--- config.mk ---
export PLATFORM = sky130hd
export DESIGN_NAME = cefe_engine
export DESIGN_NICKNAME = d
export VERILOG_FILES = /design/src/design/cefe_pkg.sv /design/src/design/cefe_char_class.sv /design/src/design/cefe_operand_sel.sv /design/src/design/cefe_engine.sv
export SDC_FILE = /design/constraint.sdc
export NUM_CORES = 1
export LEC_CHECK = 0
export ABC_AREA = 1
export BUFFER_PORTS_ARGS = -buffer_cell sky130_fd_sc_hd__buf_2
export CAP_MARGIN = 10
export CELL_PAD_IN_SITES_DETAIL_PLACEMENT = 0
export CELL_PAD_IN_SITES_GLOBAL_PLACEMENT = 1
export CORE_ASPECT_RATIO = 0.7
export CORE_UTILIZATION = 40
export DETAILED_ROUTE_END_ITERATION = 7
export HOLD_SLACK_MARGIN = 0.1
export PLACE_DENSITY_LB_ADDON = 0.1
export SLEW_MARGIN = 20
export SYNTH_ARGS = -nofsm -noshare
export SYNTH_HDL_FRONTEND = slang
export SYNTH_HIERARCHICAL = 1
export SYNTH_SLANG_ARGS = --single-unit
--- constraint.sdc ---
create_clock -name REF_CLK -period 2.9 [get_ports REF_CLK]
set_clock_uncertainty 0.1 [all_clocks]
set_input_delay 0.58 -clock REF_CLK [delete_from_list [all_inputs] [get_ports REF_CLK]]
set_output_delay 0.58 -clock REF_CLK [all_outputs]
set_load 0.02 [all_outputs]
--- src/design/cefe_pkg.sv ---
// Shared constants of the character field edit engine: widths,
// character codes, zone layout and operand form encodings.
// Assumes a six-bit character memory with one word-mark bit per location.
package cefe_pkg;

	// ------------------------------------------------------------
	// widths
	// ------------------------------------------------------------
	localparam int ADDR_W = 15;
	localparam int CHAR_W = 6;

	// ------------------------------------------------------------
	// character field layout
	// ------------------------------------------------------------
	localparam int ZONE_HI = 5;
	localparam int ZONE_LO = 4;
	localparam int NUM_HI = 3;
	localparam logic [1:0] ZONE_CLEAR = 2'h0;
	localparam logic [1:0] ZONE_NEG = 2'h2;

	// ------------------------------------------------------------
	// character codes with an editing meaning
	// ------------------------------------------------------------
	localparam logic [CHAR_W-1:0] CH_ZERO = 6'h00;
	localparam logic [CHAR_W-1:0] CH_ONE = 6'h01;
	localparam logic [CHAR_W-1:0] CH_NINE = 6'h09;
	localparam logic [CHAR_W-1:0] CH_BLANK = 6'h10;
	localparam logic [CHAR_W-1:0] CH_FILL37 = 6'h1f;
	localparam logic [CHAR_W-1:0] CH_POINT = 6'h1b;
	localparam logic [CHAR_W-1:0] CH_COMMA = 6'h3b;
	localparam logic [CHAR_W-1:0] CH_ASTERISK = 6'h2c;
	localparam logic [CHAR_W-1:0] CH_DOLLAR = 6'h2b;
	localparam logic [CHAR_W-1:0] CH_MINUS = 6'h20;
	localparam logic [CHAR_W-1:0] CH_CREDIT = 6'h3c;

	// ------------------------------------------------------------
	// operand forms of the move_and_edit_instruction
	// ------------------------------------------------------------
	localparam logic [1:0] FORM_A = 2'h0;
	localparam logic [1:0] FORM_B = 2'h1;
	localparam logic [1:0] FORM_C = 2'h2;

	// ------------------------------------------------------------
	// address step
	// ------------------------------------------------------------
	localparam logic [ADDR_W-1:0] ADDR_STEP = 15'h0001;

endpackage

--- src/design/cefe_char_class.sv ---
// Combinational classifier for one six-bit character.
// Assumes the character codes of the package.
module cefe_char_class
	import cefe_pkg::*;
(
	// character to classify
	input wire logic [cefe_pkg::CHAR_W-1:0] ch,
	// class flags
	output logic is_blank,
	output logic is_zero,
	output logic is_comma,
	output logic is_point,
	output logic is_star,
	output logic is_dollar,
	output logic is_sign,
	output logic is_fill37,
	output logic is_sig_digit
);
	// plain compares against the edit character codes
	always_comb begin
		is_blank = (ch == CH_BLANK);
		is_zero = (ch == CH_ZERO);
		is_comma = (ch == CH_COMMA);
		is_point = (ch == CH_POINT);
		is_star = (ch == CH_ASTERISK);
		is_dollar = (ch == CH_DOLLAR);
		is_sign = (ch == CH_MINUS) || (ch == CH_CREDIT);
		is_fill37 = (ch == CH_FILL37);
		is_sig_digit = (ch >= CH_ONE) && (ch <= CH_NINE);
	end
endmodule

--- src/design/cefe_operand_sel.sv ---
// Chooses the source and destination field addresses by operand form.
// Assumes the address registers are stable while the start is taken.
module cefe_operand_sel
	import cefe_pkg::*;
(
	// form and address sources
	input wire logic [1:0] form,
	input wire logic [cefe_pkg::ADDR_W-1:0] instr_a,
	input wire logic [cefe_pkg::ADDR_W-1:0] instr_b,
	input wire logic [cefe_pkg::ADDR_W-1:0] src_reg,
	input wire logic [cefe_pkg::ADDR_W-1:0] dst_reg,
	// chosen rightmost addresses
	output logic [cefe_pkg::ADDR_W-1:0] a_addr,
	output logic [cefe_pkg::ADDR_W-1:0] b_addr
);
	// form a uses the instruction, b the destination register, c both
	always_comb begin
		a_addr = (form == FORM_C) ? src_reg : instr_a;
		b_addr = (form == FORM_A) ? instr_b : dst_reg;
	end
endmodule

--- src/design/cefe_engine.sv ---
// Character field edit engine: moves a source field into a destination
// field that already holds an edit control word, then suppresses zeros
// and floats the currency sign as the control word asks.
// Assumes memory answers reads combinationally in the cycle the address
// stands and writes at the clock edge while the write enable is high.
// Summary of operation
// - copy source into destination, formatted by control word
// - destination high-order word mark bounds the edit
// - move right to left, end at mark
// - suppression scan blanks high-order zeros and commas
// - scan stops at digit, point, symbol position
// - asterisk left of symbol fills with asterisks
// - currency left of symbol floats after suppression
// - blanks take source characters, right aligned
// - suppression symbol is limit and takes data
// - characters without meaning stay where written
// - commas left of moved data become blanks
// - sign symbols kept if negative, else blanked
// - octal 37 becomes a blank
// - forms b and c take address registers
// - source word mark stops source transfer
// - destination mark cleared when it ended edit, kept when zeros are suppressed without float
// - mark set at symbol, erased on scan
// - units character zone bits forced to zero
module cefe_engine
	import cefe_pkg::*;
(
	// clock and reset
	input wire logic REF_CLK,
	input wire logic RST_N,
	// instruction start and operands
	input wire logic START,
	input wire logic [1:0] FORM,
	input wire logic [cefe_pkg::ADDR_W-1:0] INSTR_A_ADDR,
	input wire logic [cefe_pkg::ADDR_W-1:0] INSTR_B_ADDR,
	input wire logic [cefe_pkg::ADDR_W-1:0] SOURCE_ADDRESS_REGISTER,
	input wire logic [cefe_pkg::ADDR_W-1:0] DEST_ADDRESS_REGISTER,
	// status
	output logic BUSY,
	output logic DONE,
	// memory port
	output logic [cefe_pkg::ADDR_W-1:0] MEM_ADDR,
	output logic MEM_WE,
	output logic [cefe_pkg::CHAR_W-1:0] MEM_WDATA,
	output logic MEM_WWM,
	input wire logic [cefe_pkg::CHAR_W-1:0] MEM_RDATA,
	input wire logic MEM_RWM
);
	import cefe_pkg::*;

	// ------------------------------------------------------------
	// state and working registers
	// ------------------------------------------------------------
	typedef enum logic [3:0] {
		ST_IDLE,
		ST_SIGN,
		ST_MV_B,
		ST_MV_A,
		ST_MV_W,
		ST_SUP_R,
		ST_SUP_W,
		ST_FLT_W,
		ST_FLT_C
	} cefe_state_t;

	cefe_state_t state, next_state;
	logic [ADDR_W-1:0] a_ptr, b_ptr, b_left, z_addr, sig_addr;
	logic [ADDR_W-1:0] next_a_ptr, next_b_ptr, next_b_left, next_z_addr;
	logic [ADDR_W-1:0] next_sig_addr, next_mem_addr;
	logic has_sup, flt_mode, ast_mode, prev_zero, src_done, first_src;
	logic neg, at_left, stopped, hold_wm;
	logic next_has_sup, next_flt_mode, next_ast_mode, next_prev_zero;
	logic next_src_done, next_first_src, next_neg, next_at_left;
	logic next_stopped, next_hold_wm, next_mem_we, next_mem_wwm, next_done;
	logic [CHAR_W-1:0] next_mem_wdata;

	// ------------------------------------------------------------
	// helpers
	// ------------------------------------------------------------
	logic [ADDR_W-1:0] sel_a, sel_b;
	logic c_blank, c_zero, c_comma, c_point, c_star;
	logic c_dollar, c_sign, c_fill37, c_sig;

	// operand addresses by form
	cefe_operand_sel u_sel (
		.form(FORM),
		.instr_a(INSTR_A_ADDR),
		.instr_b(INSTR_B_ADDR),
		.src_reg(SOURCE_ADDRESS_REGISTER),
		.dst_reg(DEST_ADDRESS_REGISTER),
		.a_addr(sel_a),
		.b_addr(sel_b)
	);

	// class of the character on the read bus
	cefe_char_class u_class (
		.ch(MEM_RDATA),
		.is_blank(c_blank),
		.is_zero(c_zero),
		.is_comma(c_comma),
		.is_point(c_point),
		.is_star(c_star),
		.is_dollar(c_dollar),
		.is_sign(c_sign),
		.is_fill37(c_fill37),
		.is_sig_digit(c_sig)
	);

	// busy whenever the sequencer has left idle
	assign BUSY = (state != ST_IDLE);

	// ------------------------------------------------------------
	// next-state and datapath decisions
	// ------------------------------------------------------------
	logic at_dollar, at_star, repl, sup_eff, flt_eff;
	logic [CHAR_W-1:0] fill_ch;

	// one access per state, each address and write set up one cycle ahead
	always_comb begin
		next_state = state;
		next_a_ptr = a_ptr;
		next_b_ptr = b_ptr;
		next_b_left = b_left;
		next_z_addr = z_addr;
		next_sig_addr = sig_addr;
		next_has_sup = has_sup;
		next_flt_mode = flt_mode;
		next_ast_mode = ast_mode;
		next_prev_zero = prev_zero;
		next_src_done = src_done;
		next_first_src = first_src;
		next_neg = neg;
		next_at_left = at_left;
		next_stopped = stopped;
		next_hold_wm = hold_wm;
		next_mem_addr = MEM_ADDR;
		next_mem_we = 1'b0;
		next_mem_wdata = MEM_WDATA;
		next_mem_wwm = MEM_WWM;
		next_done = 1'b0;
		at_dollar = prev_zero && c_dollar;
		at_star = prev_zero && c_star;
		repl = c_blank || c_zero || at_dollar;
		sup_eff = has_sup || c_zero;
		flt_eff = flt_mode || at_dollar;
		fill_ch = ast_mode ? CH_ASTERISK : CH_BLANK;
		unique case (state)
			ST_IDLE: begin
				if (START) begin
					next_a_ptr = sel_a;
					next_b_ptr = sel_b;
					next_has_sup = 1'b0;
					next_flt_mode = 1'b0;
					next_ast_mode = 1'b0;
					next_prev_zero = 1'b0;
					next_src_done = 1'b0;
					next_first_src = 1'b1;
					next_at_left = 1'b0;
					next_stopped = 1'b0;
					next_mem_addr = sel_a;
					next_state = ST_SIGN;
				end
			end
			ST_SIGN: begin
				// units sign is needed before any sign symbol is met
				next_neg = (MEM_RDATA[ZONE_HI:ZONE_LO] == ZONE_NEG);
				next_mem_addr = b_ptr;
				next_state = ST_MV_B;
			end
			ST_MV_B: begin
				// control character at b_ptr, right to left
				next_prev_zero = c_zero;
				next_at_left = MEM_RWM;
				next_b_left = MEM_RWM ? b_ptr : b_left;
				next_has_sup = sup_eff;
				next_flt_mode = flt_eff;
				next_ast_mode = ast_mode || at_star;
				// symbol location gets a mark; left mark kept only if needed
				if (c_zero) begin
					next_z_addr = b_ptr;
					next_hold_wm = 1'b1;
				end else begin
					next_hold_wm = MEM_RWM && sup_eff && !flt_eff;
				end
				if (repl && !src_done) begin
					next_mem_addr = a_ptr;
					next_state = ST_MV_A;
				end else begin
					next_mem_addr = b_ptr;
					next_mem_we = 1'b1;
					next_mem_wwm = next_hold_wm;
					// exhausted blanks and commas left of the data go blank
					if (repl || (c_comma && src_done)) begin
						next_mem_wdata = CH_BLANK;
					end else if ((c_sign && !neg) || c_fill37) begin
						next_mem_wdata = CH_BLANK;
					end else begin
						next_mem_wdata = MEM_RDATA;
					end
					next_state = ST_MV_W;
				end
			end
			ST_MV_A: begin
				// source character read, written into the replaceable spot
				next_first_src = 1'b0;
				next_src_done = MEM_RWM;
				next_a_ptr = a_ptr - ADDR_STEP;
				next_mem_addr = b_ptr;
				next_mem_we = 1'b1;
				next_mem_wwm = hold_wm;
				if (first_src) begin
					next_mem_wdata = {ZONE_CLEAR, MEM_RDATA[NUM_HI:0]};
				end else begin
					next_mem_wdata = MEM_RDATA;
				end
				next_state = ST_MV_W;
			end
			ST_MV_W: begin
				// write happens now; pick the next location
				if (at_left) begin
					if (has_sup) begin
						next_b_ptr = b_left;
						next_sig_addr = z_addr;
						next_mem_addr = b_left;
						next_state = ST_SUP_R;
					end else begin
						next_done = 1'b1;
						next_state = ST_IDLE;
					end
				end else begin
					next_b_ptr = b_ptr - ADDR_STEP;
					next_mem_addr = b_ptr - ADDR_STEP;
					next_state = ST_MV_B;
				end
			end
			ST_SUP_R: begin
				// left to right suppression scan
				next_mem_addr = b_ptr;
				if (b_ptr == z_addr) begin
					next_mem_we = 1'b1;
					next_mem_wdata = MEM_RDATA;
					next_mem_wwm = 1'b0;
					next_state = ST_SUP_W;
				end else if (!stopped && (c_sig || c_point)) begin
					next_stopped = 1'b1;
					next_sig_addr = b_ptr;
					next_b_ptr = b_ptr + ADDR_STEP;
					next_mem_addr = b_ptr + ADDR_STEP;
				end else if (!stopped &&
						(c_zero || c_comma || (ast_mode && c_blank))) begin
					next_mem_we = 1'b1;
					next_mem_wdata = fill_ch;
					next_mem_wwm = MEM_RWM;
					next_state = ST_SUP_W;
				end else begin
					next_b_ptr = b_ptr + ADDR_STEP;
					next_mem_addr = b_ptr + ADDR_STEP;
				end
			end
			ST_SUP_W: begin
				if (b_ptr == z_addr) begin
					if (flt_mode) begin
						// currency goes just left of the first significant one
						next_mem_addr = sig_addr - ADDR_STEP;
						next_state = ST_FLT_W;
					end else begin
						next_done = 1'b1;
						next_state = ST_IDLE;
					end
				end else begin
					next_b_ptr = b_ptr + ADDR_STEP;
					next_mem_addr = b_ptr + ADDR_STEP;
					next_state = ST_SUP_R;
				end
			end
			ST_FLT_W: begin
				// a cycle after the symbol write, so writes never run back
				// to back; the left mark already went during the move
				next_mem_we = 1'b1;
				next_mem_wdata = CH_DOLLAR;
				next_mem_wwm = 1'b0;
				next_state = ST_FLT_C;
			end
			ST_FLT_C: begin
				next_done = 1'b1;
				next_state = ST_IDLE;
			end
		endcase
	end

	// ------------------------------------------------------------
	// registers
	// ------------------------------------------------------------
	// sequencer state
	always_ff @(posedge REF_CLK or negedge RST_N) begin
		if (!RST_N) begin
			state <= ST_IDLE;
		end else begin
			state <= next_state;
		end
	end

	// field pointers
	always_ff @(posedge REF_CLK or negedge RST_N) begin
		if (!RST_N) begin
			a_ptr <= '0;
			b_ptr <= '0;
			b_left <= '0;
			z_addr <= '0;
			sig_addr <= '0;
		end else begin
			a_ptr <= next_a_ptr;
			b_ptr <= next_b_ptr;
			b_left <= next_b_left;
			z_addr <= next_z_addr;
			sig_addr <= next_sig_addr;
		end
	end

	// edit mode flags
	always_ff @(posedge REF_CLK or negedge RST_N) begin
		if (!RST_N) begin
			has_sup <= 1'b0;
			flt_mode <= 1'b0;
			ast_mode <= 1'b0;
			prev_zero <= 1'b0;
			src_done <= 1'b0;
			first_src <= 1'b0;
			neg <= 1'b0;
			at_left <= 1'b0;
			stopped <= 1'b0;
			hold_wm <= 1'b0;
		end else begin
			has_sup <= next_has_sup;
			flt_mode <= next_flt_mode;
			ast_mode <= next_ast_mode;
			prev_zero <= next_prev_zero;
			src_done <= next_src_done;
			first_src <= next_first_src;
			neg <= next_neg;
			at_left <= next_at_left;
			stopped <= next_stopped;
			hold_wm <= next_hold_wm;
		end
	end

	// memory port and completion pulse
	always_ff @(posedge REF_CLK or negedge RST_N) begin
		if (!RST_N) begin
			MEM_ADDR <= '0;
			MEM_WE <= 1'b0;
			MEM_WDATA <= '0;
			MEM_WWM <= 1'b0;
			DONE <= 1'b0;
		end else begin
			MEM_ADDR <= next_mem_addr;
			MEM_WE <= next_mem_we;
			MEM_WDATA <= next_mem_wdata;
			MEM_WWM <= next_mem_wwm;
			DONE <= next_done;
		end
	end
endmodule

==> results of run 1 <==
[what timing repair did]
action | CTS | global route
resized for setup | 0 | 0
hold endpoints to repair | 35 | 0
hold buffers | 1 | 0
[state kept, by name, summed over array words and instances, names as in the netlist, 4 cells and up]
signal / cells
sig_addr: 15
b_ptr: 15
a_ptr: 15
z_addr: 15
MEM_ADDR: 15
state: 4
b_left: 15
MEM_WDATA: 6
[synthesized netlist by cell type (all sizes together), types with 9 or more instances]
cell and count:
nor3 9, xor2 19, clkbuf 16, nand4 28, nand2 524, a21oi 22, nand3 109, buf 42
o211ai 19, inv 117, nor2 178, dfrtp 113, o21ai 121
[cell type report]
cell class | count | area (µm²)
multi-input combinational | 1068 | 5000
timing repair buffer | 138 | 876
clock inverter | 11 | 185
sequential | 113 | 2830
tap | 276 | 345
clock buffer | 20 | 457
fill | 2225 | 10800
inverter | 119 | 459
[kinds of logic after synthesis]
kind of cell,after synthesis
fa+ha+maj,4
simple gates,858
flops,113
buf+inv,177
compound gates,184
xor+xnor,22
[power by group through the flow]
stage / clock, mW / combinational [mW] / sequential (mW)
after floorplan: 0 / 3.86 / 2.82
after global placement: 0 / 5.69 / 2.88
after detailed placement: 0 / 5.71 / 2.87
after CTS: 2.39 / 5.73 / 2.86
after global routing: 2.44 / 6.45 / 2.96
final: 2.36 / 5.79 / 2.88
[worst max-delay path by stage]
stage               cells past startpoint           end
floorplan                              12   MEM_ADDR[7]
global placement                       17   MEM_ADDR[9]
detailed placement                     17  MEM_ADDR[11]
CTS                                    14   MEM_ADDR[4]
global route                           12     b_ptr[12]
finish                                 12     b_ptr[12]
[per-layer routing]
| metal | GRT usage (%) | routed length (µm) |
|---|---|---|
| met4 | 9.25 | 674 |
| met5 | 0 | 0 |
| met2 | 40.9 | 12800 |
| met3 | 5.01 | 2170 |
| met1 | 44.9 | 15400 |
[per-stage QoR]
| step | instances | worst slack (ps) | total power [mW] | hold WS, ps | util, % |
|---|---|---|---|---|---|
| 6_report | 1745 | 414 | 11.0 | 347 | 48.5 |
| 5_1_grt | 1745 | 268 | 11.9 | 369 | 48.5 |
| 4_1_cts | 1745 | 455 | 11.0 | 342 | 48.5 |
| 3_5_place_dp | 1713 | 149 | 8.58 | 361 | 45.4 |
| 3_3_place_gp | 1713 | 157 | 8.57 | 363 | 45.4 |
| 2_1_floorplan | 1358 | 667 | 6.69 | 184 | - |
==> key figures, run 1 <==
Critical path
  • Worst reg2reg startpoint: b_ptr[0]
  • Crit-path max FO: 8
  • CP Data Arrival Time: 2750 ps
  • CP max stage cell: dfrtp_1
  • Critical path type: register to register
  • Crit-path cells: inv_2, ha_1, nand3_1, nor2_1, nand2_1, nand2_1, nand2_1, o21ai_0, nor2_1, nand2_1, nand2_1, o21ai_1
  • Source of the critical timing path: b_ptr[0]
  • Crit path largest cell delay: 510 ps
  • Crit path capture type: register
  • R2R Setup Slk: 410 ps
  • CP bufs+invs: 1
  • Worst setup SP type: register
  • Top cell by count, worst path: nand2_1
  • RR Endpoint: b_ptr[12]
  • FF-to-FF path depth: 12
  • Delay-heaviest family, CP: simple AND/OR/NAND/NOR gates
  • Req. time, crit path: 3160 ps

Power
  • NetSw: 5.31 mW
  • Clock power frac: 21.4%
  • Pleak: 5.15 nW
  • Sequential share of power: 26.1%
  • Internal: 5.72 mW
  • Combinational power share: 52.5%
  • Max rail drop VDD: 0.604 mV
  • PwrDens: 1090 mW/mm²
  • Net Sw Frac: 48.2%

CTS
  • Clock tree sinks: 113
  • Deepest clock path buffer count: 2
  • Htree depth: 4
  • Postcts setup bufs: 0
  • Clock latency at the later pin of the worst-skew pair: 440 ps
  • CTS tree: yes
  • CTS Root Cell: clkbuf_16
  • Cts bufs inserted: 17
  • Clock transition at the registers of the reported paths: 60 ps

Synth
  • Post-synth EDFFs: 0
  • Compound-Gate Fraction of Synth Area: between 10% and 20%
  • Top cells by area, synth: dfrtp_1 (33%), nand2_1 (22%), nor2_1 (7.1%)
  • Synth area leader: dfrtp_1
  • Async SR Flop Fraction: 100%
  • Yosys warns: 6
  • Cells after Synth: 1,358
  • Top cell type's share of synthesized area: 32.8%
  • Mean cell area of the mapped netlist: between 6 and 7 µm²
  • Xor/xnor share of the synthesized area: 2.24%
  • Synth Area in Adders: 0.581%
  • Yosys reg bits: 113
  • Most used DFF post-synth: dfrtp_1
  • Synth Net Count: 1,434
  • Distinct cells, synth: 50
  • Mux share of post-synthesis cell area: 0%
  • Post-Synth Simple-Gate Area: 42.4%
  • Sequential element share of the synthesized area: 32.8%
  • Synth Cell Area: ~0.0086 mm²
  • Largest family of logic cells by synthesized area: simple AND/OR/NAND/NOR gates

Routing
  • Post-Route WL: approximately 31,000 µm
  • DR iter-0 viols: 954
  • Via count of the routed design: 9,265
  • Residual DRC count: 0
  • DRT antenna net count: 0
  • Drt wl/cell: 17.8 µm
  • Drt first pass iters: 5
  • Vias per cell: roughly 5.3

Global routing
  • Grt total ovfl: 0
  • Initial antenna violation count: 0
  • Total global-route track usage: roughly 30%
  • Pin count of the biggest net entering global routing: 61
  • First-pass GRT wire length: 49,100 µm
  • Vias in the first global route: 8,569

Final layout
  • Final #Nets: 1,533
  • Design Area, Final: between 0.01 and 0.015 mm²
  • Commonest non-fill, non-tap cells in the layout: nand2_1 (512), nor2_1 (163), dfrtp_1 (113)
  • Antenna cells: 0
  • Layout cell share with drive strength beyond 1: 16.9%
  • Area Growth Syn to Fin: 17.9%
  • Commonest non-fill, non-tap cell in the layout: nand2_1

Floorplan
  • IO Count: 97
  • DIE WIDTH: 177 µm
  • Initial Utilization: 41.1%
  • Die Ht: between 100 and 150 µm
  • Core Footprint: 0.0209 mm²
  • Num rows: 44
  • Die area: 0.0221 mm²

STA
  • Slew @ Worst Pin: a little under 700 ps
  • Final worst-path cycle share: between 80% and 90%
  • Count of final setup violators: 0
  • Max-slew violations: 0
  • Tmin final: 2490 ps
  • TNS Setup: 0 ps
  • Final hold violations: 0
  • Fmax: a little over 400 MHz
  • Slew headroom: 54.6%
  • RSZ-0062 raised after global routing: false

Worst hold path
  • Min-Delay Path Class: primary input to register
  • Hold Path Depth: 2
  • Hold Path Origin: MEM_RDATA[4]
  • Hold Path End: neg

Place
  • Gpl congestion: 0.932
  • HPWL Detailed: 23,600 µm
  • Post-Place Cell Area: 0.00950 mm²
  • PortBufs: 96

Status
  • Outcome: finished clean

Run
  • Max Cap Violations: 0
No activity file was read; power rests on OpenSTA's default activity.
==> inputs of run 2 (changes only) <==
--- a/config.mk
+++ b/config.mk
@@ -11,7 +11,7 @@
 export CELL_PAD_IN_SITES_DETAIL_PLACEMENT = 0
 export CELL_PAD_IN_SITES_GLOBAL_PLACEMENT = 1
 export CORE_ASPECT_RATIO = 0.7
-export CORE_UTILIZATION = 40
+export CORE_UTILIZATION = 42
 export DETAILED_ROUTE_END_ITERATION = 7
 export HOLD_SLACK_MARGIN = 0.1
 export PLACE_DENSITY_LB_ADDON = 0.1
==> key figures, run 2 (synthesized netlist as in run 1, its figures left out) <==
Status
  • Outcome: finished clean

STA
  • Final worst-path cycle share: 86.9%
  • Count of final setup violators: 0
  • RSZ-0062 raised after global routing: false
  • Max-slew violations: 0
  • Fmax: ~400 MHz
  • Slew headroom: between 50 and 60%
  • Tmin final: ~2500 ps
  • Setup ws final: approximately 380 ps
  • Final hold violations: 0
  • TNS Setup: 0 ps
  • Final Hold Slack: between 70 and 80 ps
  • Slew @ Worst Pin: 667 ps

Place
  • Pre-CTS setup slack: between 150 and 200 ps
  • Gpl congestion: 0.921
  • Placed instance count: 1,708
  • HPWL Detailed: ~23,000 µm
  • PortBufs: 96

Critical path
  • Critical path type: register to register
  • Worst reg2reg startpoint: b_ptr[7]
  • R2R Setup Slk: 380 ps
  • Worst setup SP type: register
  • Crit-path max FO: 20
  • CP Data Arrival Time: 2750 ps
  • Req. time, crit path: 3130 ps
  • Crit path capture type: register
  • Source of the critical timing path: b_ptr[7]

CTS
  • Clock transition at the registers of the reported paths: 60 ps
  • Clock latency at the later pin of the worst-skew pair: ~440 ps
  • CTS tree: yes
  • Postcts setup bufs: 0
  • CTS Root Cell: clkbuf_16
  • Post_cts resized: 0
  • Cts bufs inserted: 17
  • Htree depth: 4
  • Deepest clock path buffer count: 2
  • Clock tree sinks: 113
  • CTS Hold Bufs: 0

Routing
  • Drt first pass iters: 5
  • Residual DRC count: 0
  • DR iter-0 viols: 900
  • DRT antenna net count: 0
  • Via count of the routed design: about 9,200
  • Post-Route WL: 30,400 µm
  • Vias per cell: between 5 and 6
  • Drt wl/cell: 17.5 µm

Final layout
  • Layout cell share with drive strength beyond 1: between 15 and 20%
  • Commonest non-fill, non-tap cells in the layout: nand2_1 (512), nor2_1 (163), dfrtp_1 (113)
  • Non-filler instance count after layout: 1,740
  • Core Util, Final: 50.3%
  • Antenna cells: 0
  • Final #Nets: roughly 1,500
  • Fill cell count: 2,091
  • Commonest non-fill, non-tap cell in the layout: nand2_1
  • Area Growth Syn to Fin: 16.7%

Floorplan
  • Num rows: 43
  • Die area: 0.0211 mm²
  • Core Footprint: about 0.02 mm²
  • IO Count: 97
  • Initial Utilization: 43.1%
  • DIE WIDTH: 173 µm
  • Die Ht: 122 µm

Global routing
  • First-pass GRT wire length: 48,200 µm
  • Met3 GRT Util: 5.68%
  • Grt total ovfl: 0
  • M1 GR Usage: ~44%
  • GR peak layer: met2
  • Total global-route track usage: 29.9%
  • Met2 Resource Use GR: between 40% and 50%
  • Pin count of the biggest net entering global routing: between 60 and 70
  • Vias in the first global route: approximately 8,500
  • Initial antenna violation count: 0

Power
  • Pleak: just over 5 nW
  • PwrDens: 1060 mW/mm²
  • Max rail drop VDD: 0.500 mV

Run
  • Max Cap Violations: 0

Worst hold path
  • Min-Delay Path Class: primary input to asynchronous set/reset pin
[run 2: cell types whose count changed in the layout (fill, tap and decap cells not counted), sizes merged]
cell,before,now
dlygate4sd3,1,0
clkinv,6,7
clkbuf,20,22
bufinv,5,1
buf,137,138
clkinvlp,2,4
[run 2: path summary, 6_finish.rpt]
check,endpoint,cells past startpoint
min,z_addr[0],1
min reg2reg,MEM_WWM,2
max,MEM_ADDR[3],14
max in group asynchronous,b_left[13],2
min in group REF_CLK,neg,2
max reg2reg,MEM_ADDR[3],14
[run 2: stage by stage]
stage	total power, mW	area, µm²
2_1_floorplan	6.69	8610
3_3_place_gp	8.55	9490
3_5_place_dp	8.57	9490
4_1_cts	10.6	10000
5_1_grt	11.6	10000
6_report	10.7	10000
[run 2: power by group]
group          leakage (nW)  internal, mW  switching [mW]
combinational          3.43          1.92            3.85
clock                 0.268          1.24           0.814
sequential             1.41          2.25           0.638
[run 2: layer usage]
layer / part of all wire, % / up-vias
li1: - / 4559
met1: 50 / 4258
met2: 42 / 361
met3: 7.1 / 34
met4: 1.6 / 0
met5: 0 / -
[run 2: critical path: stages, from the launching register on]
cell,delay (ps)
dfrtp_1,500
inv_2,120
nand2_1,70
nand2_1,90
nor2_1,90
nand2_1,190
nor2_8,220
nand2_8,170
clkinv_4,120
buf_4,200
nand2_1,100
nand3_1,100
nand3_1,160
nand2_1,100
nand2_1,50
[run 2: cell type report]
type | instances | area (µm²) | share of cell area [%]
clock buffers | 22 | 474 | 4.72
inverters | 119 | 459 | 4.57
flip-flops and latches | 113 | 2830 | 28.2
clock inverters | 10 | 85.1 | 0.847
multi-input cells | 1068 | 5000 | 49.8
well taps | 270 | 338 | 3.36
repair buffers | 138 | 861 | 8.57
